`src/hw/lcs_pkg.sv`:
```
// Package: constants and types shared by both ends of the step handshake
package lcs_pkg;

  // ****************************************
  // Timing
  // ****************************************
  localparam int unsigned FORCE_STEP_CYCLES    = 1024;
  localparam int unsigned CLOCK_MHZ            = 250;
  localparam int unsigned FORCE_STEP_TIME_US   = 125;
  localparam int unsigned FORCE_STEP_INT_CYCLES = FORCE_STEP_TIME_US * CLOCK_MHZ;

  // ****************************************
  // Settings ranges and reset values
  // ****************************************
  localparam int unsigned VEL_WIDTH            = 23;
  localparam int unsigned OFF_TIME_WIDTH       = 4;
  localparam logic [3:0]  OFF_TIME_MAX_EFFECT  = 4'h8;
  localparam int unsigned PULSE_WIDTH_BITS     = 10;
  localparam int unsigned STALL_THR_WIDTH      = 8;
  localparam int unsigned LOAD_WIDTH           = 9;
  localparam int unsigned MICROSTEP_RESOLUTION_SETTING_WIDTH           = 9;
  localparam logic [8:0]  MICROSTEP_RESOLUTION_SETTING_RESET           = 9'h100;
  localparam int unsigned FORCE_CNT_WIDTH      = 11;
  localparam int unsigned STALL_PULSE_CYCLES   = 2;

  typedef enum logic [1:0] {
    LCS_IDLE,
    LCS_RUN,
    LCS_WAIT
  } lcs_state_t;

endpackage

```
`src/hw/lcs_link_if.sv`:
```
// Interface: pins between the driver end and the motion controller end
`timescale 1ns/1ps
interface lcs_link_if;
  logic stepPulse;
  logic stepDir;
  logic commutationModeEnablePin;
  logic stepHoldSyncInputN;
  logic stepReadyOutput;
  logic faultSignalOutA;
  logic faultSignalOutB;

  modport drv (
    input  stepPulse,
    input  stepDir,
    input  commutationModeEnablePin,
    input  stepHoldSyncInputN,
    output stepReadyOutput,
    output faultSignalOutA,
    output faultSignalOutB
  );

  modport ctl (
    output stepPulse,
    output stepDir,
    output commutationModeEnablePin,
    output stepHoldSyncInputN,
    input  stepReadyOutput,
    input  faultSignalOutA,
    input  faultSignalOutB
  );
endinterface

```
`src/hw/lcs_driver_end.sv`:
```
// Driver end: load-dependent fullstep commutation with step-ready handshake
// Summary of operation
// - Controller enables mode by pin or threshold
// - Microstep inputs accepted, executed as fullsteps
// - Unfinished motor step halts, ready goes low
// - Controller pauses steps while ready low
// - Buffer up to microsteps per fullstep minus one
// - Step held 1024 clocks forces one fullstep
// - Internal clock: forced pulse 125us recommended
// - Load value readable, 0 to 511
// - Load-detect threshold above minimum velocity
// - Both fast flags switch to fullstep above minimum
// - Off time 2..15, eight and above equal eight
// - Nonzero minimum velocity keeps blocked motor stepping
// - Quiet voltage chopper disables the mode
// - Reference pulse width 0..1023
// - Stall threshold 0..255
// - Stall pulses both diagnostic outputs
// - Hold input low suspends steps, ready low
`timescale 1ns/1ps
module lcs_driver_end #(
  parameter int unsigned FORCE_CYCLES = lcs_pkg::FORCE_STEP_CYCLES
) (
  input  wire logic                                  clock,
  input  wire logic                                  srst,
  lcs_link_if.drv                                    link,
  input  wire logic                                  quietChopperEnable,
  input  wire logic                                  highSpeedFsFlag,
  input  wire logic                                  highSpeedChmFlag,
  input  wire logic [lcs_pkg::OFF_TIME_WIDTH-1:0]    chopperOffTime,
  input  wire logic [lcs_pkg::VEL_WIDTH-1:0]         minCommutationVelocity,
  input  wire logic [lcs_pkg::VEL_WIDTH-1:0]         loadDetectVelocityThreshold,
  input  wire logic [lcs_pkg::VEL_WIDTH-1:0]         stepVelocity,
  input  wire logic [lcs_pkg::PULSE_WIDTH_BITS-1:0]  loadMeasurePulseWidth,
  input  wire logic [lcs_pkg::STALL_THR_WIDTH-1:0]   commutationStallThreshold,
  input  wire logic [lcs_pkg::MICROSTEP_RESOLUTION_SETTING_WIDTH-1:0]        microstepResolutionSetting,
  input  wire logic                                  motorStepDone,
  input  wire logic [lcs_pkg::LOAD_WIDTH-1:0]        loadMeasureIn,
  input  wire logic                                  minVelocityTick,
  output logic                                       modeActive,
  output logic                                       chopperFullstep,
  output logic [lcs_pkg::OFF_TIME_WIDTH-1:0]         effectiveOffTime,
  output logic                                       fullstepExec,
  output logic                                       fullstepDir,
  output logic [lcs_pkg::LOAD_WIDTH-1:0]             loadValue
);

  // ****************************************
  // Pin synchronisers
  // ****************************************
  // Two flops per pin since the link may come from another clock
  logic [1:0] stepSync_reg;
  logic [1:0] dirSync_reg;
  logic [1:0] enSync_reg;
  logic [1:0] holdSync_reg;

  always_ff @(posedge clock) begin
    if (srst) begin
      stepSync_reg <= 2'h0;
      dirSync_reg  <= 2'h0;
      enSync_reg   <= 2'h0;
      holdSync_reg <= 2'h3;
    end else begin
      stepSync_reg <= {stepSync_reg[0], link.stepPulse};
      dirSync_reg  <= {dirSync_reg[0], link.stepDir};
      enSync_reg   <= {enSync_reg[0], link.commutationModeEnablePin};
      holdSync_reg <= {holdSync_reg[0], link.stepHoldSyncInputN};
    end
  end

  logic stepS;
  logic stepPrev_reg;
  logic stepRise;
  logic holdActive;
  assign stepS      = stepSync_reg[1];
  assign holdActive = ~holdSync_reg[1];
  assign stepRise   = stepS & ~stepPrev_reg;

  // ****************************************
  // Mode selection and chopper settings
  // ****************************************
  // A zero minimum velocity switches the velocity-based enable off
  logic velAboveMin;
  assign velAboveMin = (minCommutationVelocity != '0) && (stepVelocity > minCommutationVelocity);

  always_comb begin
    modeActive = (enSync_reg[1] | velAboveMin) & ~quietChopperEnable;
    chopperFullstep = highSpeedFsFlag & highSpeedChmFlag & velAboveMin;
    // Values from eight upward give the same off time
    effectiveOffTime = (chopperOffTime > lcs_pkg::OFF_TIME_MAX_EFFECT) ?
                       lcs_pkg::OFF_TIME_MAX_EFFECT : chopperOffTime;
  end

  // ****************************************
  // Forced step detection
  // ****************************************
  // Counter saturates so one very long pulse forces only one fullstep
  logic [lcs_pkg::FORCE_CNT_WIDTH-1:0] forceCnt_reg;
  logic                                forceStep;

  always_ff @(posedge clock) begin
    if (srst) begin
      stepPrev_reg <= 1'b0;
      forceCnt_reg <= '0;
    end else begin
      stepPrev_reg <= stepS;
      if (!stepS)
        forceCnt_reg <= '0;
      else if (forceCnt_reg < lcs_pkg::FORCE_CNT_WIDTH'(FORCE_CYCLES))
        forceCnt_reg <= forceCnt_reg + 1'b1;
    end
  end

  // One pulse when the held step reaches the threshold
  assign forceStep = stepS &&
                     (forceCnt_reg == lcs_pkg::FORCE_CNT_WIDTH'(FORCE_CYCLES - 1));

  // ****************************************
  // Step accumulation and fullstep sequencing
  // ****************************************
  lcs_pkg::lcs_state_t state_reg;
  logic [lcs_pkg::MICROSTEP_RESOLUTION_SETTING_WIDTH-1:0] microCnt_reg;
  logic                           pendingFull;
  logic                           minTickPending_reg;

  assign pendingFull = microCnt_reg >= microstepResolutionSetting;

  always_ff @(posedge clock) begin
    if (srst) begin
      state_reg          <= lcs_pkg::LCS_IDLE;
      microCnt_reg       <= '0;
      fullstepExec       <= 1'b0;
      fullstepDir        <= 1'b0;
      minTickPending_reg <= 1'b0;
    end else begin
      fullstepExec <= 1'b0;
      if (minVelocityTick && minCommutationVelocity != '0)
        minTickPending_reg <= 1'b1;
      case (state_reg)
        lcs_pkg::LCS_IDLE: begin
          microCnt_reg <= '0;
          if (modeActive)
            state_reg <= lcs_pkg::LCS_RUN;
        end
        lcs_pkg::LCS_RUN: begin
          if (!modeActive) begin
            state_reg <= lcs_pkg::LCS_IDLE;
          end else if (holdActive) begin
            if (stepRise && microCnt_reg < microstepResolutionSetting - 1'b1)
              microCnt_reg <= microCnt_reg + 1'b1;
          end else if (pendingFull) begin
            // Execute one fullstep worth of microsteps
            fullstepExec <= 1'b1;
            fullstepDir  <= dirSync_reg[1];
            microCnt_reg <= microCnt_reg - microstepResolutionSetting + (stepRise ? 1'b1 : 1'b0);
            state_reg    <= lcs_pkg::LCS_WAIT;
          end else if (stepRise) begin
            microCnt_reg <= microCnt_reg + 1'b1;
          end
        end
        lcs_pkg::LCS_WAIT: begin
          if (!modeActive) begin
            state_reg <= lcs_pkg::LCS_IDLE;
          end else if (motorStepDone || forceStep || minTickPending_reg) begin
            // Forced or minimum-velocity restart overrides the stop
            state_reg          <= lcs_pkg::LCS_RUN;
            // A tick landing in this same cycle stays pending for the next wait
            if (!(minVelocityTick && minCommutationVelocity != '0))
              minTickPending_reg <= 1'b0;
            if (forceStep)
              microCnt_reg <= microstepResolutionSetting;
          end else if (stepRise && microCnt_reg < microstepResolutionSetting - 1'b1) begin
            // Extra steps beyond the buffer are dropped
            microCnt_reg <= microCnt_reg + 1'b1;
          end
        end
        default: state_reg <= lcs_pkg::LCS_IDLE;
      endcase
    end
  end

  // Ready combinational so the pin drops in the same cycle the stall begins
  assign link.stepReadyOutput = (state_reg == lcs_pkg::LCS_RUN) && !holdActive &&
                                modeActive;

  // ****************************************
  // Load value and stall detection
  // ****************************************
  logic [3:0] stallCnt_reg;
  logic       stallCond;
  logic       stallPrev_reg;

  // Stall: load below threshold while velocity is at or below the load-detect threshold
  // Threshold widened by one bit so loads above 255 never look stalled
  // A zero reference pulse width leaves stall detection off
  assign stallCond = modeActive && (state_reg == lcs_pkg::LCS_WAIT) &&
                     (loadMeasureIn < {1'b0, commutationStallThreshold}) &&
                     (stepVelocity <= loadDetectVelocityThreshold) &&
                     (loadMeasurePulseWidth != '0);

  always_ff @(posedge clock) begin
    if (srst) begin
      loadValue     <= '0;
      stallPrev_reg <= 1'b0;
      stallCnt_reg  <= '0;
    end else begin
      if (modeActive)
        loadValue <= loadMeasureIn;
      stallPrev_reg <= stallCond;
      if (stallCond && !stallPrev_reg)
        stallCnt_reg <= 4'(lcs_pkg::STALL_PULSE_CYCLES);
      else if (stallCnt_reg != '0)
        stallCnt_reg <= stallCnt_reg - 1'b1;
    end
  end

  assign link.faultSignalOutA = stallCnt_reg != '0;
  assign link.faultSignalOutB = stallCnt_reg != '0;

endmodule

```
`src/flat_wrapper.sv`:
```
// flat-port wrapper written by rule: the top's interface ports become plain ports
module lcs_driver_end_flat 
#(
  parameter int unsigned FORCE_CYCLES = lcs_pkg::FORCE_STEP_CYCLES
)
  (clock, srst, quietChopperEnable, highSpeedFsFlag, highSpeedChmFlag, chopperOffTime, minCommutationVelocity, loadDetectVelocityThreshold, stepVelocity, loadMeasurePulseWidth, commutationStallThreshold, microstepResolutionSetting, motorStepDone, loadMeasureIn, minVelocityTick, modeActive, chopperFullstep, effectiveOffTime, fullstepExec, fullstepDir, loadValue, link_stepPulse, link_stepDir, link_commutationModeEnablePin, link_stepHoldSyncInputN, link_stepReadyOutput, link_faultSignalOutA, link_faultSignalOutB);
  lcs_link_if link_i ();
  input  wire logic clock;
  input  wire logic srst;
  input  wire logic quietChopperEnable;
  input  wire logic highSpeedFsFlag;
  input  wire logic highSpeedChmFlag;
  input  wire logic [lcs_pkg::OFF_TIME_WIDTH-1:0] chopperOffTime;
  input  wire logic [lcs_pkg::VEL_WIDTH-1:0] minCommutationVelocity;
  input  wire logic [lcs_pkg::VEL_WIDTH-1:0] loadDetectVelocityThreshold;
  input  wire logic [lcs_pkg::VEL_WIDTH-1:0] stepVelocity;
  input  wire logic [lcs_pkg::PULSE_WIDTH_BITS-1:0] loadMeasurePulseWidth;
  input  wire logic [lcs_pkg::STALL_THR_WIDTH-1:0] commutationStallThreshold;
  input  wire logic [lcs_pkg::MICROSTEP_RESOLUTION_SETTING_WIDTH-1:0] microstepResolutionSetting;
  input  wire logic motorStepDone;
  input  wire logic [lcs_pkg::LOAD_WIDTH-1:0] loadMeasureIn;
  input  wire logic minVelocityTick;
  output logic modeActive;
  output logic chopperFullstep;
  output logic [lcs_pkg::OFF_TIME_WIDTH-1:0] effectiveOffTime;
  output logic fullstepExec;
  output logic fullstepDir;
  output logic [lcs_pkg::LOAD_WIDTH-1:0] loadValue;
  input wire logic [$bits(link_i.stepPulse)-1:0] link_stepPulse;
  input wire logic [$bits(link_i.stepDir)-1:0] link_stepDir;
  input wire logic [$bits(link_i.commutationModeEnablePin)-1:0] link_commutationModeEnablePin;
  input wire logic [$bits(link_i.stepHoldSyncInputN)-1:0] link_stepHoldSyncInputN;
  output wire logic [$bits(link_i.stepReadyOutput)-1:0] link_stepReadyOutput;
  output wire logic [$bits(link_i.faultSignalOutA)-1:0] link_faultSignalOutA;
  output wire logic [$bits(link_i.faultSignalOutB)-1:0] link_faultSignalOutB;
  assign link_i.stepPulse = link_stepPulse;
  assign link_i.stepDir = link_stepDir;
  assign link_i.commutationModeEnablePin = link_commutationModeEnablePin;
  assign link_i.stepHoldSyncInputN = link_stepHoldSyncInputN;
  assign link_stepReadyOutput = link_i.stepReadyOutput;
  assign link_faultSignalOutA = link_i.faultSignalOutA;
  assign link_faultSignalOutB = link_i.faultSignalOutB;
  lcs_driver_end #(.FORCE_CYCLES(FORCE_CYCLES)) u_core (.clock(clock), .srst(srst), .link(link_i), .quietChopperEnable(quietChopperEnable), .highSpeedFsFlag(highSpeedFsFlag), .highSpeedChmFlag(highSpeedChmFlag), .chopperOffTime(chopperOffTime), .minCommutationVelocity(minCommutationVelocity), .loadDetectVelocityThreshold(loadDetectVelocityThreshold), .stepVelocity(stepVelocity), .loadMeasurePulseWidth(loadMeasurePulseWidth), .commutationStallThreshold(commutationStallThreshold), .microstepResolutionSetting(microstepResolutionSetting), .motorStepDone(motorStepDone), .loadMeasureIn(loadMeasureIn), .minVelocityTick(minVelocityTick), .modeActive(modeActive), .chopperFullstep(chopperFullstep), .effectiveOffTime(effectiveOffTime), .fullstepExec(fullstepExec), .fullstepDir(fullstepDir), .loadValue(loadValue));
endmodule
```
`config.mk`:
```
export PLATFORM = sky130hd
export DESIGN_NAME = lcs_driver_end_flat
export DESIGN_NICKNAME = d
export VERILOG_FILES = /design/src/hw/lcs_pkg.sv /design/src/hw/lcs_link_if.sv /design/src/hw/lcs_driver_end.sv /design/src/flat_wrapper.sv
export SDC_FILE = /design/constraint.sdc
export NUM_CORES = 1
export LEC_CHECK = 0
export ABC_AREA = 1
export BUFFER_PORTS_ARGS = -buffer_cell sky130_fd_sc_hd__buf_4
export CAP_MARGIN = 10
export CORE_ASPECT_RATIO = 1.75
export CORE_MARGIN = 4
export CORE_UTILIZATION = 55
export CTS_CLUSTER_DIAMETER = 150
export DETAILED_ROUTE_END_ITERATION = 7
export GPL_ROUTABILITY_DRIVEN = 0
export PLACE_DENSITY = 0.82
export SYNTH_ARGS = -nofsm -noshare
export SYNTH_HDL_FRONTEND = slang
export SYNTH_SLANG_ARGS = --single-unit
export TNS_END_PERCENT = 1
```
`constraint.sdc`:
```
create_clock -name clock -period 4.84 [get_ports clock]
set_input_delay 0.242 -clock clock [delete_from_list [all_inputs] [get_ports clock]]
set_output_delay 0.242 -clock clock [all_outputs]
set_load 0.005 [all_outputs]
```
=== Yosys cells after proc, flatten, opt, wreduce, memory -nomap -nowiden ===
Index checks and enable logic that the tools add are counted.

* Input port bits: 120
* Register bits: 48
* Logic and storage cells: 102

* Muxes and demuxes: 26
* Order comparisons: 7
* Add/sub/neg operators: 6
* Reductions and logical operators: 26
* Bitwise gates (word level): 11
* Equality and inequality tests: 11

{| class="wikitable"
|+ Operators with widths
! operator !! count
|-
| 9-bit 2-to-1 mux || 8
|-
| 9-bit case mux with 3 select lines || 1
|-
| 23-bit greater-than comparator || 1
|-
| 23-bit <= comparator || 1
|-
| 23-bit nonzero test || 1
|-
| 2-bit 2-to-1 mux || 8
|-
| 11-bit by 1-bit adder with 11-bit output, second input constant || 1
|-
| 11-bit by 10-bit == test with 1-bit output, second input constant || 1
|-
| 1-bit logical AND || 11
|-
| 11-bit less-than comparator, second input constant || 1
|-
| 10-bit nonzero test || 1
|-
| 9-bit by 1-bit adder with 9-bit output, second input constant || 1
|-
| 9-bit adder || 1
|-
| 9-bit greater-or-equal comparator || 1
|-
| 9-bit by 8-bit less-than comparator with 1-bit output || 1
|-
| 9-bit less-than comparator || 1
|-
| 3-bit inequality test, second input constant || 3
|-
| 9-bit by 1-bit subtractor with 9-bit output, second input constant || 1
|-
| 9-bit subtractor || 1
|-
| 4-bit AND reduction || 2
|-
| 1-bit 2-to-1 mux || 7
|-
| 2-bit by 1-bit inequality test with 1-bit output, second input constant || 3
|-
| 1-bit inverter || 6
|-
| 2-bit case mux with 3 select lines || 1
|-
| other kinds (18) || 23
|}

=== Depth between registers and ports, before layout ===
Gate-level depths: netlist (run 1).

* Word-level depth: 10
* Mapped depth: 19
* Mapped depth without buffers: 19

=== Worst setup path before layout (run 1) ===
Ideal clock, no wire load.

* Path type: input to register
* Start: in microstepResolutionSetting[0] in the netlist's numbering
* End: reg u_core.microCnt_reg[2] in the netlist's numbering
* Slack: 2362 ps
* Arrival time: 2411 ps
* Setup time: 67 ps
* Cell stages on the path: 16
* Path buffers: 0
* Data required time: 4773 ps
* Cell sequence: inv_1 > ha_1 > nand4_1 > nor3_1 > xor2_1 > ha_1 > a21o_1 > nor2_1 > nand3_1 > nor2_2 > nand2_1 > nand3_1 > nand3_1 > a21oi_1 > nand2_1 > a21oi_2

* Word-level cells in the longest chain between the ends: 7
* Elaborated cells between the ends (all ways): 15

{| class="wikitable"
|+ Ends and longest elaborated chain
! item !! RTL line !! RTL
|-
| start, declared || flat_wrapper.sv:19 || <nowiki>input wire logic [lcs_pkg::MICROSTEP_RESOLUTION_SETTING_WIDTH-1:0] microstepResolutionSetting;</nowiki>
|-
| 9-bit by 1-bit subtractor with 9-bit output || lcs_driver_end.sv:149, lcs_driver_end.sv:172 ||
|-
| 9-bit less-than comparator || lcs_driver_end.sv:149, lcs_driver_end.sv:172 ||
|-
| 1-bit logical AND || lcs_driver_end.sv:149, lcs_driver_end.sv:172 ||
|-
| 9-bit 2-to-1 mux || - ||
|-
| 9-bit 2-to-1 mux (on tied branches) (2 in series) || - ||
|-
| 9-bit case mux with 3 select lines || lcs_driver_end.sv:139 || <nowiki>case (state_reg)</nowiki>
|-
| end signal, assigned || lcs_driver_end.sv:150 || <nowiki>microCnt_reg <= microCnt_reg + 1'b1;</nowiki>
|-
| end signal, assigned || lcs_driver_end.sv:155 || <nowiki>microCnt_reg <= microCnt_reg - microstepResolutionSetting + (stepRise ? 1'b1 : 1'b0);</nowiki>
|-
| end signal, assigned || lcs_driver_end.sv:158 || <nowiki>microCnt_reg <= microCnt_reg + 1'b1;</nowiki>
|-
| end, declared || lcs_driver_end.sv:122 || <nowiki>logic [lcs_pkg::MICROSTEP_RESOLUTION_SETTING_WIDTH-1:0] microCnt_reg;</nowiki>
|}

Parallel ways exist; a longest one is shown, timed or not. The select of a mux whose other input is x is not followed.
A chain may end at the register's enable or synchronous reset.

=== Worst setup path in the final report (run 1) ===
* Start: reg u_core.stepSync_reg[1]
* End: reg u_core.microCnt_reg[4] in the netlist's numbering

* Word-level cells in the longest chain between the ends: 7
* Elaborated cells between the ends (all ways): 17

{| class="wikitable"
|+ Ends and longest elaborated chain
! item !! RTL line !! RTL
|-
| start, declared || lcs_driver_end.sv:52 || <nowiki>logic [1:0] stepSync_reg;</nowiki>
|-
| start signal, assigned || lcs_driver_end.sv:64 || <nowiki>stepSync_reg <= {stepSync_reg[0], link.stepPulse};</nowiki>
|-
| 1-bit bitwise AND || lcs_driver_end.sv:77 || <nowiki>assign stepRise = stepS & ~stepPrev_reg;</nowiki>
|-
| 1-bit 2-to-1 mux || lcs_driver_end.sv:155 ||
|-
| 9-bit adder || lcs_driver_end.sv:155 ||
|-
| 9-bit 2-to-1 mux || lcs_driver_end.sv:151 || <nowiki>end else if (pendingFull) begin</nowiki>
|-
| 9-bit 2-to-1 mux || lcs_driver_end.sv:148 || <nowiki>end else if (holdActive) begin</nowiki>
|-
| 9-bit 2-to-1 mux || lcs_driver_end.sv:146 || <nowiki>if (!modeActive) begin</nowiki>
|-
| 9-bit case mux with 3 select lines || lcs_driver_end.sv:139 ||
|}

Parallel ways exist; a longest one is shown, timed or not. The select of a mux whose other input is x is not followed.

==> summary.md, run 1 <==
| Metric | Value |
|---|---|
| Status | completed |
| Synth-to-layout area growth | 23.2% |
| Top-Level Pins | 140 |
| Post-synth ARST share | 0% |
| FF+latch count, synth | 48 |
| Unrepaired setup endpoints after global routing | no |
| DRT Pass-1 Iters | 7 |
| Syn Nets | 1,059 |
| Critical-path maximum fanout | 3 |
| Number of flip-flops in the largest register | 11 |
| First-pass GRT wire length | 25,000 µm |
| Overall routing resource usage | 25.4% |
| Die area | 0.0117 mm² |
| Die Height | 140 µm |
| Tcrit/Tclk final | 57.8% |
| Die W | 83.4 µm |
| WS Path Type | reg -> reg |
| Clock skew | 0.00727 ns |
| Antenna Cells | 0 |
| Clk_lat worst skew | 0.29 ns |
| Syn Area/Cell | 6.46 µm² |
| Ys flop type | dfxtp_1 |
| Core area | 0.00959 mm² |
| Reg2Reg Depth | 17 |
| VDD IR max | 306 µV |
| CTS Hold Bufs | 0 |
| Clock sink total | 48 |
| Clock transition at path regs | 0.07 ns |
| Hold Crit Start | link_stepHoldSyncInputN |
| Via count | 5,790 |
| Pins over their slew limit | 0 |
| Num CTS Buffers | 5 |
| Arrival time worst endpoint | 3.02 ns |
| P_leak | 3.57 nW |
| Leading cell type in the layout, fill and taps excluded | nand2_1 |
| Number of flops mapped to enable cells by yosys | 0 |
| Layout Utilization | 70.4% |
| Vias per cell | 5.26 |
| Worst Hold Margin | 0.148 ns |
| Placed Cells | 1,093 |
| Setup violations, final | 0 |
| Clk root buf | clkbuf_16 |
| WL final | 14,800 µm |
| Setup tns final | 0 ns |
| Slew margin rel. | 59.2% |
| Total power | 1.56 mW |
| Worst Tran Pin Value | 0.612 ns |
| Final Hold Fails | 0 |
| Num rows | 47 |
| Crit path required time | 5.06 ns |
| 1st-iter DRT viols | 344 |
| Most frequent cells in the layout | 188 x nand2_1, 155 x inv_1, 139 x buf_4 |
| ANT nets after route | 0 |
| DP HPWL | 12,600 µm |
| Worst hold path type | in -> reg |
| # port buffers | 139 |
| Wire per inst | 13.4 µm |
| H-Tree Depth | 2 |
| Mapped Cells | 847 |
| Vias in the first global route | 5,935 |
| Post-CTS Resized | 0 |
| RR Startpoint | u_core.stepSync_reg[1] |
| CTS tree | built |
| Critical Path Source | u_core.stepSync_reg[1] |
| Layout cells sized above 1 | 20.4% |
| Finished Layout Cells | 1,101 |
| Hold Path Depth | 2 |
| Cell Area, Synth | 0.00547 mm² |
| Max Freq | 0.358 GHz |
| Starting density of the core | 57.1% |
| Max Root-Sink Buffers | 2 |
| Largest net degree at the start of global routing | 25 |
| GRT Residual Overflow | 0 |
| Pwr dens | 232 mW/mm² |
| Register area share after synthesis | 17.6% |
| Synth warnings | 0 |
| DRC viols | 0 |
| Number of max-cap violations | 0 |
| Post-route minimum period | 2.80 ns |
| CP Launch Type | register |
| Antenna violations before repair | 0 |
| Nets | 1,190 |
| Unique masters post-synth | 43 |
| Crit path capture type | register |
| Setup bufs post-CTS | 0 |
## layout make-up
cell class	count	area, µm²
well taps	122	153
flip-flops and latches	48	961
clock buffers	5	125
inverters	162	611
repair buffers	139	1040
fillers	842	2840
multi-input cells	622	3810
clock inverters	3	46.3
## through the flow
stage	worst slack, ns	instance area [µm²]
6_report	2.04	6750
4_1_cts	2.05	6750
3_3_place_gp	1.96	6570
3_5_place_dp	1.89	6570
5_1_grt	1.76	6750
2_1_floorplan	2.36	5470
## metal layers
layer / up-vias / part of all wire [%] / track usage, %
li1: 2963 / - / -
met1: 2595 / 35 / 23.8
met2: 182 / 56 / 51.9
met3: 50 / 5.1 / 4.17
met4: 0 / 4.2 / 11.4
met5: - / 0 / 0
## synthesized netlist by cell type, types with 2 or more instances
cell type | instances | area share (%)
nor4_1 | 3 | 0.34
ha_1 | 87 | 20
xnor2_1 | 3 | 0.48
nand3b_1 | 2 | 0.27
nand3_2 | 8 | 1.5
clkbuf_1 | 6 | 0.41
a21o_1 | 2 | 0.27
and2_1 | 2 | 0.23
nor2_1 | 78 | 5.3
nand3_1 | 84 | 7.7
nand2_1 | 188 | 13
o21a_1 | 5 | 0.69
o21ai_0 | 21 | 1.9
nand4_1 | 16 | 1.8
a21oi_2 | 3 | 0.48
nor2_4 | 3 | 0.62
a21oi_1 | 57 | 5.2
fa_1 | 5 | 1.8
buf_2 | 3 | 0.27
nand2_4 | 5 | 1.0
inv_1 | 155 | 11
nor2_2 | 10 | 1.1
or2_2 | 2 | 0.23
dfxtp_1 | 48 | 18
buf_4 | 3 | 0.41
o21bai_1 | 3 | 0.41
nand2_2 | 10 | 1.1
xor2_1 | 12 | 1.9
nor3_1 | 5 | 0.46
inv_2 | 5 | 0.34
## power by group
group          switching (mW)  internal, mW
Combinational           0.431         0.285
Clock                   0.152         0.245
Sequential             0.0305         0.421
Total                   0.613         0.951
## final timing paths
| check | to | slack (ns) |
|---|---|---|
| worst max-delay path | u_core.microCnt_reg[4] | 2.04 |
| worst min-delay path | u_core.holdSync_reg[0] | 0.15 |
| worst max register to register | u_core.microCnt_reg[4] | 2.04 |
| worst min register to register | u_core.dirSync_reg[1] | 0.40 |
## kinds of logic after synthesis
kind of cell | Yosys count | share of synthesized area, %
simple gates | 422 | 36.2
buf+inv | 177 | 12.9
compound gates | 93 | 9.21
fa+ha+maj | 92 | 21.7
flops | 48 | 17.6
xor+xnor | 15 | 2.40
## critical path, cell delays in order, from the launching register on
cell and delay [ns]:
dfxtp_1 0.37, inv_1 0.07, nor2_1 0.16, inv_1 0.15, ha_1 0.30, inv_1 0.03, ha_1 0.22, fa_1 0.48
nand2_1 0.11, nand2_1 0.08, xor2_1 0.14, inv_1 0.07, nand2_2 0.05, nand3_1 0.09, nand3_1 0.08, a21oi_1 0.14
nand2_1 0.07, a21oi_1 0.11
No activity file was read; power rests on OpenSTA's default activity.
==> inputs of run 2 (changes only) <==
==> constraint.sdc (replaced) <==
create_clock -name clock -period 2.6 [get_ports clock]
set_input_delay 0.13 -clock clock [delete_from_list [all_inputs] [get_ports clock]]
set_output_delay 0.13 -clock clock [all_outputs]
set_load 0.005 [all_outputs]
==> run 2 against run 1 <==
Compared with the run above:
- setup slack got worse by 1.9 ns
- sequential share of layout area fell by 0.40 points
- cell count increased by 2.5%
- register-to-register slack got worse by 1.9 ns
- die area unchanged
- maximum frequency increased by 12%
- critical endpoint is now u_core.microCnt_reg[8]
- largest power group unchanged
==> summary.md, run 2 (same netlist as run 1, synthesis figures left out) <==
| Metric | Value |
|---|---|
| Status | completed |
| Hold Crit Start | link_stepHoldSyncInputN |
| DRC viols | 0 (unchanged) |
| M3 GR Usage | 3.82% (-0.35 points) |
| Busiest grt layer | met2 |
| GRT Residual Overflow | 0 (unchanged) |
| Antenna violations before repair | 0 (unchanged) |
| Net Sw Frac | 39.9% (+0.72 points) |
| Setup violations, final | 0 (unchanged) |
| Combinational Power Share | 48.7% (+3.0 points) |
| Reg2Reg Depth | 18 (+1) |
| Vias in the first global route | 6,080 (+2.4%) |
| DP HPWL | 12,900 µm (+2.4%) |
| Worst hold path type | in -> reg |
| CTS tree | built |
| Pwr dens | 418 mW/mm² (+80%) |
| Finished Layout Cells | 1,129 (+2.5%) |
| Reg2Reg Setup Slack | 0.11 ns (-1.93 ns) |
| P_leak | 3.70 nW (+3.7%) |
| DRT Pass-1 Iters | 5 (-2) |
| Slew margin rel. | 61.5% (+2.3 points) |
| VDD IR max | 423 µV (+38%) |
| Largest net degree at the start of global routing | 25 (unchanged) |
| Max Freq | 0.402 GHz (+12%) |
| Num rows | 47 (unchanged) |
| Clk root buf | clkbuf_16 |
| Crit path capture type | register |
| Num CTS Buffers | 5 (unchanged) |
| Layout cells sized above 1 | 23.1% (+2.7 points) |
| Critical-path maximum fanout | 3 (unchanged) |
| Number of flip-flops in the largest register | 11 (unchanged) |
| Die area | 0.0117 mm² (unchanged) |
| Reg power frac | 28.3% (-0.6 points) |
| Antenna Cells | 0 (unchanged) |
| Number of max-cap violations | 0 (unchanged) |
| Worst Setup EP | u_core.microCnt_reg[8] |
| Tcrit/Tclk final | 95.7% (+38 points) |
| Pint | 1.74 mW (+83%) |
| Max Root-Sink Buffers | 2 (unchanged) |
| RR Startpoint | u_core.stepSync_reg[1] |
| Leading cell type in the layout, fill and taps excluded | nand2_1 |
| Most frequent cells in the layout | 187 x nand2_1, 167 x buf_4, 155 x inv_1 |
| Vias per cell | 5.32 (+1.1%) |
| Switching Power | 1.16 mW (+89%) |
| Wire per inst | 13.7 µm (+2.2%) |
| Arrival time worst endpoint | 2.71 ns (-0.31 ns) |
| Pins over their slew limit | 0 (unchanged) |
| Nets | 1,218 (+2.4%) |
| CTS Hold Bufs | 0 (unchanged) |
| CP Launch Type | register |
| Crit path required time | 2.82 ns (-2.24 ns) |
| Post-route minimum period | 2.49 ns (-0.307 ns) |
| Worst Hold Margin | 0.0277 ns (-0.120 ns) |
| Die W | 83.4 µm (unchanged) |
| 1st-iter DRT viols | 396 (+15%) |
| Clock transition at path regs | 0.07 ns (about the same) |
| First-pass GRT wire length | 25,600 µm (+2.4%) |
| ANT nets after route | 0 (unchanged) |
| Synth-to-layout area growth | 26.9% |
| Clock Power Share | 23.0% (-2.4 points) |
| Die Height | 140 µm (unchanged) |
| Placed Cells | 1,118 (+2.3%) |
| # port buffers | 139 (unchanged) |
| Clock skew | 0.00577 ns (-0.00150 ns) |
| Critical Path Source | u_core.stepSync_reg[1] |
| Hold Path Depth | 2 (unchanged) |
| Core area | 0.00959 mm² (unchanged) |
| Overall routing resource usage | 26.0% (+0.65 points) |
| Grt met2 use | 52.6% (+0.72 points) |
| Worst Tran Pin Value | 0.577 ns (-0.0348 ns) |
| Clk_lat worst skew | 0.29 ns (about the same) |
| Total power | 2.90 mW (+85%) |
| WL final | 15,500 µm (+4.8%) |
| Via count | 6,002 (+3.7%) |
| Top-Level Pins | 140 (unchanged) |
| Starting density of the core | 57.1% (unchanged) |
| H-Tree Depth | 2 (unchanged) |
| WS Path Type | reg -> reg |
| Met1 usage | 25.1% (+1.4 points) |
| Final Hold Fails | 0 (unchanged) |
| R2r endpoint | u_core.microCnt_reg[8] |
| Clock sink total | 48 (unchanged) |
## run 2: area by class of cell
type                    count  area [µm²]
fillers                   852        2640
clock buffers               6         139
inverters                 162         611
clock inverters             2        13.8
well taps                 122         153
repair buffers            167        1250
flip-flops and latches     48         962
multi-input cells         622        3820
## run 2: timing repair
item,CTS,global route
gates resized for setup,1,4
buffers inserted,0,3
endpoints found under the setup margin,1,4
pin swaps,0,3
cloned,0,0
## run 2: worst min path at each step
| stage | to | slack, ns |
|---|---|---|
| 4_1_cts | u_core.holdSync_reg[0] | 0.03 |
| 3_5_place_dp | u_core.holdSync_reg[0] | 0.32 |
| 3_3_place_gp | u_core.holdSync_reg[0] | 0.32 |
| 2_1_floorplan | u_core.holdSync_reg[0] | 0.23 |
| 5_1_grt | u_core.holdSync_reg[0] | 0.03 |
| 6_report | u_core.holdSync_reg[0] | 0.03 |
## run 2: routing by layer
| metal | vias up | wire length (µm) |
|---|---|---|
| li1 | 3024 | - |
| met1 | 2713 | 5570 |
| met2 | 201 | 8460 |
| met3 | 64 | 716 |
| met4 | 0 | 720 |
| met5 | - | 0 |
## run 2: critical path: stages, from the launching register on
cell and delay, ns:
dfxtp_2 0.35, inv_1 0.06, nor2_2 0.14, inv_1 0.08
ha_1 0.27, inv_1 0.04, ha_2 0.19, fa_2 0.37
nand2_1 0.11, nand2_2 0.07, nand2_1 0.08, nand2_1 0.05
nand2_1 0.07, nand3_2 0.07, nand3_1 0.08, nand3_1 0.08
a21oi_1 0.15, nand2_1 0.07, a21oi_1 0.11
## run 2: stage by stage
step | utilization (%) | cell area (µm²) | TNS [ns] | worst slack (ns)
after global routing | 72.5 | 6950 | -0.0423 | -0.0307
after CTS | 72.2 | 6920 | 0 | 0.0418
after detailed placement | 70.5 | 6760 | -0.00589 | -0.00572
after floorplan | - | 5470 | 0 | 0.234
final | 72.5 | 6950 | 0 | 0.111
after global placement | 70.5 | 6760 | 0 | 0.0436
## run 2: power groups by stage
| stage | Sequential, mW | Clock (mW) | Combinational (mW) |
|---|---|---|---|
| floorplan | 0.834 | 0 | 0.925 |
| global placement | 0.834 | 0 | 1.36 |
| detailed placement | 0.835 | 0 | 1.38 |
| CTS | 0.819 | 0.674 | 1.40 |
| global route | 0.825 | 0.712 | 1.57 |
| finish | 0.821 | 0.667 | 1.41 |
